<file path="config.mk">
export PLATFORM = sky130hd
export DESIGN_NAME = csp_port
export DESIGN_NICKNAME = d
export VERILOG_FILES = /design/src/csp_buf2.v /design/src/csp_port.v
export VERILOG_INCLUDE_DIRS = /design/src /design/src/include
export SDC_FILE = /design/constraint.sdc
export NUM_CORES = 1
export LEC_CHECK = 0
export ABC_AREA = 1
export BUFFER_PORTS_ARGS = -buffer_cell sky130_fd_sc_hd__buf_4
export CAP_MARGIN = 15
export CORE_UTILIZATION = 35
export CTS_BUF_LIST = sky130_fd_sc_hd__clkbuf_8 sky130_fd_sc_hd__clkbuf_16
export CTS_CLUSTER_DIAMETER = 80
export DETAILED_ROUTE_END_ITERATION = 8
export GPL_TIMING_DRIVEN = 0
export PLACE_DENSITY = 0.61
export SLEW_MARGIN = 10
export SYNTH_ARGS = -nofsm -noshare
export SYNTH_HDL_FRONTEND = slang
export SYNTH_SLANG_ARGS = --single-unit
</file>
<file path="constraint.sdc">
create_clock -name ref_clk_i -period 3.48 [get_ports ref_clk_i]
set_clock_uncertainty 0.05 [all_clocks]
set_input_delay 0.348 -clock ref_clk_i [delete_from_list [all_inputs] [get_ports ref_clk_i]]
set_output_delay 0.348 -clock ref_clk_i [all_outputs]
set_load 0.1 [all_outputs]
</file>
<file path="src/include/csp_defs.vh">
// Frame timing constants for the codec serial frame port
`ifndef CSP_DEFS_VH
`define CSP_DEFS_VH
`define CSP_WORD_BITS 16
`define CSP_FRAME_SCLKS 256
`define CSP_CNT_W 8
`define CSP_BIT_CNT_W 5
`define CSP_LAST_BIT 5'h0F
`define CSP_SEC_SLOT 8'h80
`define CSP_SCLK_HALF_DEF 4
`define CSP_DIV_W 8
`define CSP_SW_REQ_BIT 0
`endif

</file>
<file path="src/csp_buf2.v">
// Two-entry word buffer with valid/ready on both sides
`timescale 1ns/100ps
`default_nettype none
module csp_buf2 #(
    parameter WIDTH = 16
) (
    input wire ref_clk_i,
    input wire rst_n_i,
    input wire [WIDTH-1:0] in_data_i,
    input wire in_valid_i,
    output wire in_ready_o,
    output wire [WIDTH-1:0] out_data_o,
    output wire out_valid_o,
    input wire out_ready_i
);
    reg [WIDTH-1:0] mem_ff [0:1];
    reg wr_ptr_ff;
    reg rd_ptr_ff;
    reg [1:0] cnt_ff;
    reg in_ready_ff;
    reg out_valid_ff;
    wire push = in_valid_i && in_ready_ff;
    wire pop = out_valid_ff && out_ready_i;
    reg [1:0] nxt_cnt;

    always @* begin
        nxt_cnt = cnt_ff;
        if (push && !pop) begin
            nxt_cnt = cnt_ff + 2'h1;
        end else if (pop && !push) begin
            nxt_cnt = cnt_ff - 2'h1;
        end
    end

    always @(posedge ref_clk_i) begin
        if (!rst_n_i) begin
            wr_ptr_ff <= 1'b0;
            rd_ptr_ff <= 1'b0;
            cnt_ff <= 2'h0;
            in_ready_ff <= 1'b1;
            out_valid_ff <= 1'b0;
        end else begin
            if (push) begin
                wr_ptr_ff <= ~wr_ptr_ff;
            end
            if (pop) begin
                rd_ptr_ff <= ~rd_ptr_ff;
            end
            cnt_ff <= nxt_cnt;
            // Flags registered so ready never depends on the drain side combinationally
            in_ready_ff <= (nxt_cnt != 2'h2);
            out_valid_ff <= (nxt_cnt != 2'h0);
        end
    end

    always @(posedge ref_clk_i) begin
        if (push) begin
            mem_ff[wr_ptr_ff] <= in_data_i;
        end
    end

    assign in_ready_o = in_ready_ff;
    assign out_valid_o = out_valid_ff;
    assign out_data_o = mem_ff[rd_ptr_ff];
endmodule // csp_buf2
`default_nettype wire

</file>
<file path="src/csp_port.v">
// Framed synchronous serial port of a sigma-delta voice codec
// Function
// - Master when master/slave select is high, slave when low.
// - Low power_down_n enters power-down and disables the serial port.
// - Power-down clears counters and transfer state only; held settings survive and operation resumes.
// - Hardware reset loads every register with its default value; the buffer's word storage (mem_ff) has no reset.
// - Master drives shift_clock at 256 times the frame_sync_n rate.
// - During frame sync, one bit in and one bit out per shift clock.
// - Each transfer is 16 shift clocks, starting at frame_sync_n falling edge.
// - Primary frame syncs fall exactly 256 shift clocks apart.
// - frame_sync_n returns high on the seventeenth rising shift clock edge.
// - ADC word out and DAC word in move in the same window.
// - Secondary transfer only on hardware request or software request bit.
// - Primary sync starts primary transfer; secondary sync starts secondary transfer.
// - Master generates frame_sync_n, low during transfer; slave takes it as input.
// - secondary_request sampled at frame_sync_n rising edge ending primary transfer.
// - delayed_frame_sync copies frame sync, delayed by programmed shift clocks.
// - Launch serial_out on rising shift clock, capture serial_in on falling.
`timescale 1ns/100ps
`default_nettype none
`include "csp_defs.vh"
module csp_port #(
    parameter SCLK_HALF = `CSP_SCLK_HALF_DEF
) (
    input wire ref_clk_i,
    input wire rst_n_i,
    input wire master_sel_i,
    input wire power_down_n_i,
    input wire shift_clock_i,
    output wire shift_clock_o,
    output wire shift_clock_oe_o,
    input wire frame_sync_n_i,
    output wire frame_sync_n_o,
    output wire frame_sync_n_oe_o,
    output wire delayed_frame_sync_n_o,
    input wire [`CSP_CNT_W-1:0] fsd_delay_i,
    input wire serial_in_i,
    output wire serial_out_o,
    input wire secondary_request_i,
    input wire [`CSP_WORD_BITS-1:0] adc_data_i,
    input wire adc_valid_i,
    output wire adc_ready_o,
    input wire [`CSP_WORD_BITS-1:0] sec_tx_data_i,
    output wire [`CSP_WORD_BITS-1:0] rx_data_o,
    output wire rx_valid_o,
    output wire rx_secondary_o
);
    // Pin synchronisers, two flops each
    reg [1:0] ms_sync_ff, pd_sync_ff, sck_sync_ff, fs_sync_ff, din_sync_ff, req_sync_ff;
    reg sck_prev_ff;
    reg [`CSP_DIV_W-1:0] div_ff;
    reg sclk_ff;
    reg [`CSP_CNT_W-1:0] fcnt_ff;
    reg busy_ff, sec_act_ff, sec_pend_ff, sec_seen_ff, fs_armed_ff, sw_req_ff;
    reg [`CSP_BIT_CNT_W-1:0] bcnt_ff, rcnt_ff;
    reg [`CSP_WORD_BITS-1:0] txsh_ff, rxsh_ff, rx_data_ff;
    reg sout_ff, fs_ff, dfs_ff, rx_valid_ff, rx_sec_ff, sck_oe_ff, fs_oe_ff;

    wire is_master = ms_sync_ff[1];
    wire run = pd_sync_ff[1];
    wire div_end = (div_ff == SCLK_HALF[`CSP_DIV_W-1:0] - 8'h01);
    wire rise_m = run && is_master && div_end && !sclk_ff;
    wire fall_m = run && is_master && div_end && sclk_ff;
    // Slave edges found on the second sync stage against its own delayed copy
    wire rise_s = run && !is_master && sck_sync_ff[1] && !sck_prev_ff;
    wire fall_s = run && !is_master && !sck_sync_ff[1] && sck_prev_ff;
    wire rise = rise_m || rise_s;
    wire fall = fall_m || fall_s;
    wire fs_in_low = !fs_sync_ff[1];

    // Master starts at slot 0 and, if pending, at the secondary slot
    wire start_m_pri = rise_m && !busy_ff && (fcnt_ff == 8'h00);
    wire start_m_sec = rise_m && !busy_ff && sec_pend_ff && (fcnt_ff == `CSP_SEC_SLOT);
    wire start_s = rise_s && !busy_ff && fs_armed_ff && fs_in_low;
    wire start = start_m_pri || start_m_sec || start_s;
    wire start_sec = start_m_sec || (start_s && sec_pend_ff);

    wire buf_valid;
    wire [`CSP_WORD_BITS-1:0] buf_data;
    wire buf_pop = start && !start_sec && buf_valid;
    // Empty buffer sends a zero word rather than stalling the frame
    wire [`CSP_WORD_BITS-1:0] tx_word = start_sec ? sec_tx_data_i :
                                       (buf_valid ? buf_data : 16'h0000);
    wire [`CSP_CNT_W-1:0] dpos = fcnt_ff - fsd_delay_i;

    csp_buf2 #(
        .WIDTH(`CSP_WORD_BITS)
    ) u_adc_buf (
        .ref_clk_i(ref_clk_i),
        .rst_n_i(rst_n_i),
        .in_data_i(adc_data_i),
        .in_valid_i(adc_valid_i),
        .in_ready_o(adc_ready_o),
        .out_data_o(buf_data),
        .out_valid_o(buf_valid),
        .out_ready_i(buf_pop)
    );

    always @(posedge ref_clk_i) begin
        if (!rst_n_i) begin
            ms_sync_ff <= 2'h0;
            pd_sync_ff <= 2'h0;
            sck_sync_ff <= 2'h0;
            fs_sync_ff <= 2'h3;
            din_sync_ff <= 2'h0;
            req_sync_ff <= 2'h0;
            sck_prev_ff <= 1'b0;
        end else begin
            ms_sync_ff <= {ms_sync_ff[0], master_sel_i};
            pd_sync_ff <= {pd_sync_ff[0], power_down_n_i};
            sck_sync_ff <= {sck_sync_ff[0], shift_clock_i};
            fs_sync_ff <= {fs_sync_ff[0], frame_sync_n_i};
            din_sync_ff <= {din_sync_ff[0], serial_in_i};
            req_sync_ff <= {req_sync_ff[0], secondary_request_i};
            sck_prev_ff <= sck_sync_ff[1];
        end
    end

    always @(posedge ref_clk_i) begin
        // Power-down clears only counters and transfer state; the buffer keeps its words
        if (!rst_n_i || !run) begin
            div_ff <= 8'h00;
            sclk_ff <= 1'b0;
            fcnt_ff <= 8'h00;
            busy_ff <= 1'b0;
            sec_act_ff <= 1'b0;
            sec_pend_ff <= 1'b0;
            sec_seen_ff <= 1'b0;
            fs_armed_ff <= 1'b0;
            sw_req_ff <= 1'b0;
            bcnt_ff <= 5'h00;
            rcnt_ff <= 5'h00;
            txsh_ff <= 16'h0000;
            rxsh_ff <= 16'h0000;
            rx_data_ff <= 16'h0000;
            sout_ff <= 1'b0;
            fs_ff <= 1'b1;
            dfs_ff <= 1'b1;
            rx_valid_ff <= 1'b0;
            rx_sec_ff <= 1'b0;
            sck_oe_ff <= 1'b0;
            fs_oe_ff <= 1'b0;
        end else begin
            sck_oe_ff <= is_master;
            fs_oe_ff <= is_master;
            rx_valid_ff <= 1'b0;
            if (is_master) begin
                div_ff <= div_end ? 8'h00 : div_ff + 8'h01;
                if (div_end) begin
                    sclk_ff <= ~sclk_ff;
                end
            end else begin
                div_ff <= 8'h00;
                sclk_ff <= 1'b0;
            end
            if (rise_s && !fs_in_low) begin
                fs_armed_ff <= 1'b1;
            end
            if (rise) begin
                // 8-bit count wraps every 256 shift clocks
                fcnt_ff <= (start_s && !start_sec) ? 8'h01 : fcnt_ff + 8'h01;
                dfs_ff <= !((dpos[7:4] == 4'h0) ||
                            (sec_seen_ff && dpos[7:4] == 4'h8));
            end
            if (start) begin
                busy_ff <= 1'b1;
                sec_act_ff <= start_sec;
                fs_armed_ff <= 1'b0;
                bcnt_ff <= 5'h00;
                rcnt_ff <= 5'h00;
                fs_ff <= 1'b0;
                sout_ff <= tx_word[15];
                txsh_ff <= {tx_word[14:0], 1'b0};
                if (start_sec) begin
                    sec_pend_ff <= 1'b0;
                    sec_seen_ff <= 1'b1;
                end else begin
                    sec_seen_ff <= 1'b0;
                end
            end else if (rise && busy_ff) begin
                if (bcnt_ff == `CSP_LAST_BIT) begin
                    busy_ff <= 1'b0;
                    fs_ff <= 1'b1;
                    sout_ff <= 1'b0;
                    if (!sec_act_ff) begin
                        sec_pend_ff <= req_sync_ff[1] || sw_req_ff;
                    end
                end else begin
                    bcnt_ff <= bcnt_ff + 5'h01;
                    sout_ff <= txsh_ff[15];
                    txsh_ff <= {txsh_ff[14:0], 1'b0};
                end
            end
            if (fall && busy_ff && rcnt_ff <= `CSP_LAST_BIT) begin
                rxsh_ff <= {rxsh_ff[14:0], din_sync_ff[1]};
                rcnt_ff <= rcnt_ff + 5'h01;
                if (rcnt_ff == `CSP_LAST_BIT) begin
                    rx_data_ff <= {rxsh_ff[14:0], din_sync_ff[1]};
                    rx_valid_ff <= 1'b1;
                    rx_sec_ff <= sec_act_ff;
                    // Low data bit of a primary word doubles as the software request
                    sw_req_ff <= !sec_act_ff && din_sync_ff[1];
                end
            end
            // A frame cut by a mode switch ends at once, so no stale sync low is driven
            if (fs_oe_ff != is_master) begin
                busy_ff <= 1'b0;
                fs_ff <= 1'b1;
                sout_ff <= 1'b0;
            end
        end
    end

    assign shift_clock_o = sclk_ff;
    assign shift_clock_oe_o = sck_oe_ff;
    assign frame_sync_n_o = fs_ff;
    assign frame_sync_n_oe_o = fs_oe_ff;
    assign delayed_frame_sync_n_o = dfs_ff;
    assign serial_out_o = sout_ff;
    assign rx_data_o = rx_data_ff;
    assign rx_valid_o = rx_valid_ff;
    assign rx_secondary_o = rx_sec_ff;
endmodule // csp_port
`default_nettype wire

</file>
[Yosys cells after proc, flatten, opt, wreduce, memory -nomap -nowiden]
Memories as Yosys holds them, arrays and structs flattened. A register that Yosys moved wholly into a read port is not among the register bits.
Cells that the tools add are included.
Operators by class
  add/sub/neg operators: 7
  multipliers: 0
  divide/modulo/power cells: 0
  order comparisons: 1
  equality and inequality tests: 10
  shift operators: 0
  muxes and demuxes: 30
  bitwise logic cells: 6
  reductions and logical operators: 67
Operators by type and width (count)
  two-way mux 16 bit: 5
  logical AND 1 bit: 30
  two-way mux 1 bit: 20
  adder 8 x 1 -> 8 bit, second input constant: 2
  zero test 1 bit: 13
  adder 5 x 1 -> 5 bit, second input constant: 2
  == test 5 x 4 -> 1 bit, second input constant: 2
  two-way mux 5 bit: 2
  == test 8 x 2 -> 1 bit, second input constant: 1
  == test 8 bit, second input constant: 1
  zero test 8 bit: 1
  logical OR 1 bit: 8
  two-way mux 8 bit: 1
  AND reduction 2 bit: 4
  nonzero test 2 bit: 4
  OR reduction 2 bit: 4
  subtractor 8 bit: 1
  inverter 1 bit: 6
  less-or-equal comparator 5 x 4 -> 1 bit, second input constant: 1
  == test 4 bit, second input constant: 1
  zero test 4 bit: 1
  two-way mux 2 bit: 2
  != test 2 x 1 -> 1 bit, second input constant: 2
  != test 2 bit, second input constant: 2
  other kinds (5): 5
Storage, ports and cells
  bits in registers: 104
  latch bits: 0
  RAM bits: 32
  bits in read-only memories: 0
  output and inout bits: 25
  memories kept: 1
Memory list
  u_adc_buf.mem_ff: depth 2, bits a word 16, read ports 1, clocked after Yosys merged registers in 1, wr ports 1, line csp_buf2.v:16  | reg [WIDTH-1:0] mem_ff [0:1];

[Logic depth before layout (Yosys ltp)]
  depth after elaboration: 17
  gate-level depth with buffers: 15

[Modules after synthesis]
From an unflattened synthesis, not the netlist that was laid out.
Unflattened totals
  cell total of the unflattened synthesis: 742
  area, all modules: 6189.7 µm²
Modules (own cells, without submodules)
  csp_port: instances 1, cells an instance 647, area each 4680.7 µm², seq. area each 1941.9 µm²
  csp_buf2: instances 1, cells an instance 95, area each 1508.9 µm², seq. area each 1101.1 µm²

[Worst setup path after synthesis]
OpenSTA, ideal clock, no wires.
  kind: register to register
  start point: register u_adc_buf.in_ready_ff (netlist: u_adc_buf.in_ready_o)
  end point: memory u_adc_buf.mem_ff[1][0], enable pin
  arrival time: 1.898 ns
  data required time: 3.040 ns
  setup slack: 1.142 ns
  stages on the path, launching flop included: 3
  buffers on the path: 0
  clock period less this slack: 2.338 ns
  cell sequence: dfxtp_1 nand2_1 nor2_1
On the way
  cells in the longest elaborated chain, start to end: 3
RTL lines
  start: declaration: line csp_buf2.v:20  | reg in_ready_ff;
  start signal: assignment: line csp_buf2.v:51  | in_ready_ff <= (nxt_cnt != 2'h2);
  logical AND 1 bit: line csp_buf2.v:22  | wire push = in_valid_i && in_ready_ff;
  two-way mux 1 bit: line csp_buf2.v:57  | if (push) begin
  two-way mux 1 bit (implied by the code): line csp_buf2.v:58  | mem_ff[wr_ptr_ff] <= in_data_i;
  end: declaration: line csp_buf2.v:16
Every way passes these cells.

[Final worst setup path]
  start point: register rcnt_ff[0]
  end point: register rx_data_ff[14] (netlist: rx_data_o[14])
On the way
  cells in the longest elaborated chain, start to end: 3
  elaborated cells on any way between the ends: 4
  those cells by class: order compare: 1; eq/ne: 1; reduce/logical: 2
RTL lines
  start: declaration: line csp_port.v:55  | reg [`CSP_BIT_CNT_W-1:0] bcnt_ff, rcnt_ff;
  start signal: assignment: line csp_port.v:196  | rcnt_ff <= rcnt_ff + 5'h01;
  less-or-equal comparator 5 x 4 -> 1 bit (no line)
  logical AND 1 bit (no line)
  AND reduction 2 bit (no line) *
  end signal: assignment: line csp_port.v:198  | rx_data_ff <= {rxsh_ff[14:0], din_sync_ff[1]};
  end: declaration: line csp_port.v:56  | reg [`CSP_WORD_BITS-1:0] txsh_ff, rxsh_ff, rx_data_ff;
Every way passes the cells marked *; elsewhere a longest branch is shown, timed or not.
A chain may end at the register's enable or synchronous reset.

==> impl_metrics.tcl <==
set metrics [dict create \
    fin_nets 838 \
    hold_buffers 0 \
    hold_viol 0 \
    grt_pass1_wl_um 19750 \
    drive_gt1_frac 0.1990 \
    worstSetupStartpointType "flop" \
    tightest_slew_ns 0.8392 \
    initialDrtViolationCount 251 \
    ys_seq_elements 136 \
    root_buffer "clkbuf_16" \
    vias 4505 \
    irDropWorstVdd_uv 342.5 \
    multiInputGateArea_um2 2286 \
    hold_path.class "in2reg" \
    p_int_uw 2764 \
    netlist_instances 685 \
    clockBufferDepth 2 \
    relSlewSlack 0.4400 \
    rsz0062_at_grt "false" \
    dr.max_layer_used "met4" \
    fp-row-count 46 \
    slew_viol_final 0 \
    viasPerCell 4.483 \
    crit_arrival_ns 2.39 \
    num_antenna_cells 0 \
    gp_congestion 0.7611 \
    clk_pin_slew_ns 0.06 \
    status "finished clean" \
    syn_to_final_growth_pct 23.81 \
    die_area_um2 17260 \
    hpwl_um 8637 \
    yosys_warnings 0 \
    clock_power_share 0.493 \
    track_usage 0.1446 \
    cap_violations 0 \
    path_class "reg2reg" \
    min_period_ns 2.129 \
    clkSinkCount 136 \
    synth.area.top_cells "dfxtp_1 (36%), edfxtp_1 (16%), nand2_1 (8.1%)" \
    synthDistinctLibCells 45 \
    sw_frac_of_total 0.2179 \
    seq_area_frac_synth 0.5194 \
    seq_area_um2 3043 \
    syn_area_per_cell_um2 8.552 \
    syn_nets 747 \
    grt_max_degree 18 \
    crit_path_end_kind "flop" \
    drc 0 \
    wl_um 11790 \
    setup_viol 0 \
    postCtsSetupBuffers 0 \
    synth_top_area_share 0.3554 \
    fillers 1608 \
    cp_max_fo 10 \
    first_pass_iters 4 \
    die_x_um 131.4 \
    power_frac_comb 0.036 \
    fin_crit_sh 0.6118 \
    met1Wirelength_um 5965 \
    io_pins 74 \
    overflow 0 \
    grt_pass1_vias 4215 \
    start_util 0.3635 \
    dr_wl_met2_um 5107 \
    seq_power_share 0.471 \
    antenna_found_initial 0 \
    leakagePower_uw 0.002986 \
    switchingPower_uw 770.2 \
    required_ns 3.74 \
    cts_buffers 17 \
    antenna_left 0 \
    tns_ns 0 \
    utilization 0.4501 \
    die_h_um 131.4 \
    yosys.area.top_type "dfxtp_1" \
    clock_latency_ns 0.42 \
    wl_met3_um 610 \
    htreeDepth 4 \
    io_buffers 72 \
    coreArea_um2 16120 \
    wl_per_cell_um 11.73 \
    fmax_mhz 469.7 \
    power_density_nw_per_um2 487.3 \
    cts_resized 0 \
    cts_tree "yes" \
    netlist_area_um2 5858 \
]
-- sequential cells by signal (all words and copies together) (netlist names), 2 cells and up, named ones only --
register / cells
rx_data_o: 16
txsh_ff: 15
rxsh_ff: 15
u_adc_buf.cnt_ff: 2
req_sync_ff: 2
sck_sync_ff: 2
din_sync_ff: 2
rcnt_ff: 5
u_adc_buf.mem_ff: 32
pd_sync_ff: 2
bcnt_ff: 5
ms_sync_ff: 2
div_ff: 8
fs_sync_ff: 2
fcnt_ff: 8
-- critical path, stage by stage, from the launching register on --
cell	delay, ns
dfxtp_1	0.41
ha_1	0.21
nand2_1	0.06
nor2_1	0.13
ha_1	0.16
inv_1	0.05
nand2_1	0.08
nand3_2	0.14
nor2_2	0.25
buf_2	0.28
a21oi_1	0.09
o21a_1	0.12
-- Yosys cell counts (all sizes together) --
cell,count
nand2,133
dfxtp,104
inv,102
a21oi,70
nor2,52
o21ai,45
edfxtp,32
nand3,18
buf,14
o21a,14
ha,13
clkbuf,12
nor3,12
a31oi,11
or2,11
o211ai,9
nand4,8
xor2,6
o31ai,4
a22oi,3
nor3b,3
a21o,2
nand3b,2
o21bai,2
a211oi,1
mux2i,1
xnor2,1
-- final cells by class --
cell class | count | share of cell area
Sequential cell | 136 | 0.4195
Multi-Input combinational cell | 421 | 0.3152
Timing Repair Buffer | 72 | 0.07452
Clock buffer | 17 | 0.05865
Inverter | 102 | 0.05313
Tap cell | 216 | 0.03726
Clock inverter | 15 | 0.02122
Buffer | 26 | 0.02053
-- metrics by stage --
step                hold slack (ns)  cell area [um2]  total power (uW)  worst slack, ns  std cells
CTS                         0.04744             7253              3572            1.322       1005
detailed placement           0.3569             6674              1830            1.328        973
finish                      0.05773             7253              3535            1.351       1005
floorplan                    0.3405             5858              1763            1.142        685
global route                0.04275             7253              3666            1.062       1005
global placement             0.3518             6669              1829            1.350        973
-- routing by layer --
layer  global-route usage  up-vias
met1               0.1892     1971
met4              0.04457        0
met5                    0        -
li1                     -     2437
met3              0.05285       13
met2               0.2210       84
-- path summary, 6_finish.rpt --
check	startpoint	end	slack [ns]	cells after the start
worst max-delay path	rcnt_ff[0]	rx_data_o[14]	1.35	11
worst min-delay path	adc_data_i[1]	u_adc_buf.mem_ff[1][1]	0.06	1
worst max register to register	rcnt_ff[0]	rx_data_o[14]	1.35	11
worst min register to register	ms_sync_ff[0]	ms_sync_ff[1]	0.36	2
-- power by group through the flow --
stage	combinational (uW)	clock, uW	sequential (uW)
2_1_floorplan	61.2	0	1700
3_3_place_gp	129	0	1700
3_5_place_dp	130	0	1700
4_1_cts	131	1780	1670
5_1_grt	147	1850	1670
6_report	128	1740	1670
-- kinds of logic (layout without fill, tap and decap cells) --
| group | Yosys count | count (layout) | synth area share |
|---|---|---|---|
| compound gates | 161 | 161 | 0.1581 |
| xor+xnor | 7 | 7 | 0.01047 |
| fa+ha+maj | 13 | 13 | 0.02777 |
| buf+inv | 128 | 232 | 0.09120 |
| flops | 136 | 136 | 0.5194 |
| mux | 1 | 1 | 0.001709 |
| simple gates | 239 | 239 | 0.1914 |
-- placed cells by master (no fill, tap or decap), types with 3 or more instances in the layout --
cell type	n
a31oi_1	11
o31ai_1	4
nand2_1	127
dfxtp_1	104
clkbuf_16	17
buf_2	5
clkinvlp_4	4
a21oi_2	4
a21oi_1	66
or2_0	3
clkinv_4	4
or2_2	8
a22oi_1	3
o21a_1	14
inv_2	4
nor3_1	12
ha_1	13
nand4_1	5
nand3_1	15
nor3b_1	3
nor2_1	40
nand3_2	3
xor2_1	6
edfxtp_1	32
clkbuf_1	12
nor2_2	9
nand2_2	4
o211ai_1	9
inv_1	98
buf_6	4
buf_4	76
o21ai_0	43
Power figures use the tool's default switching activity.
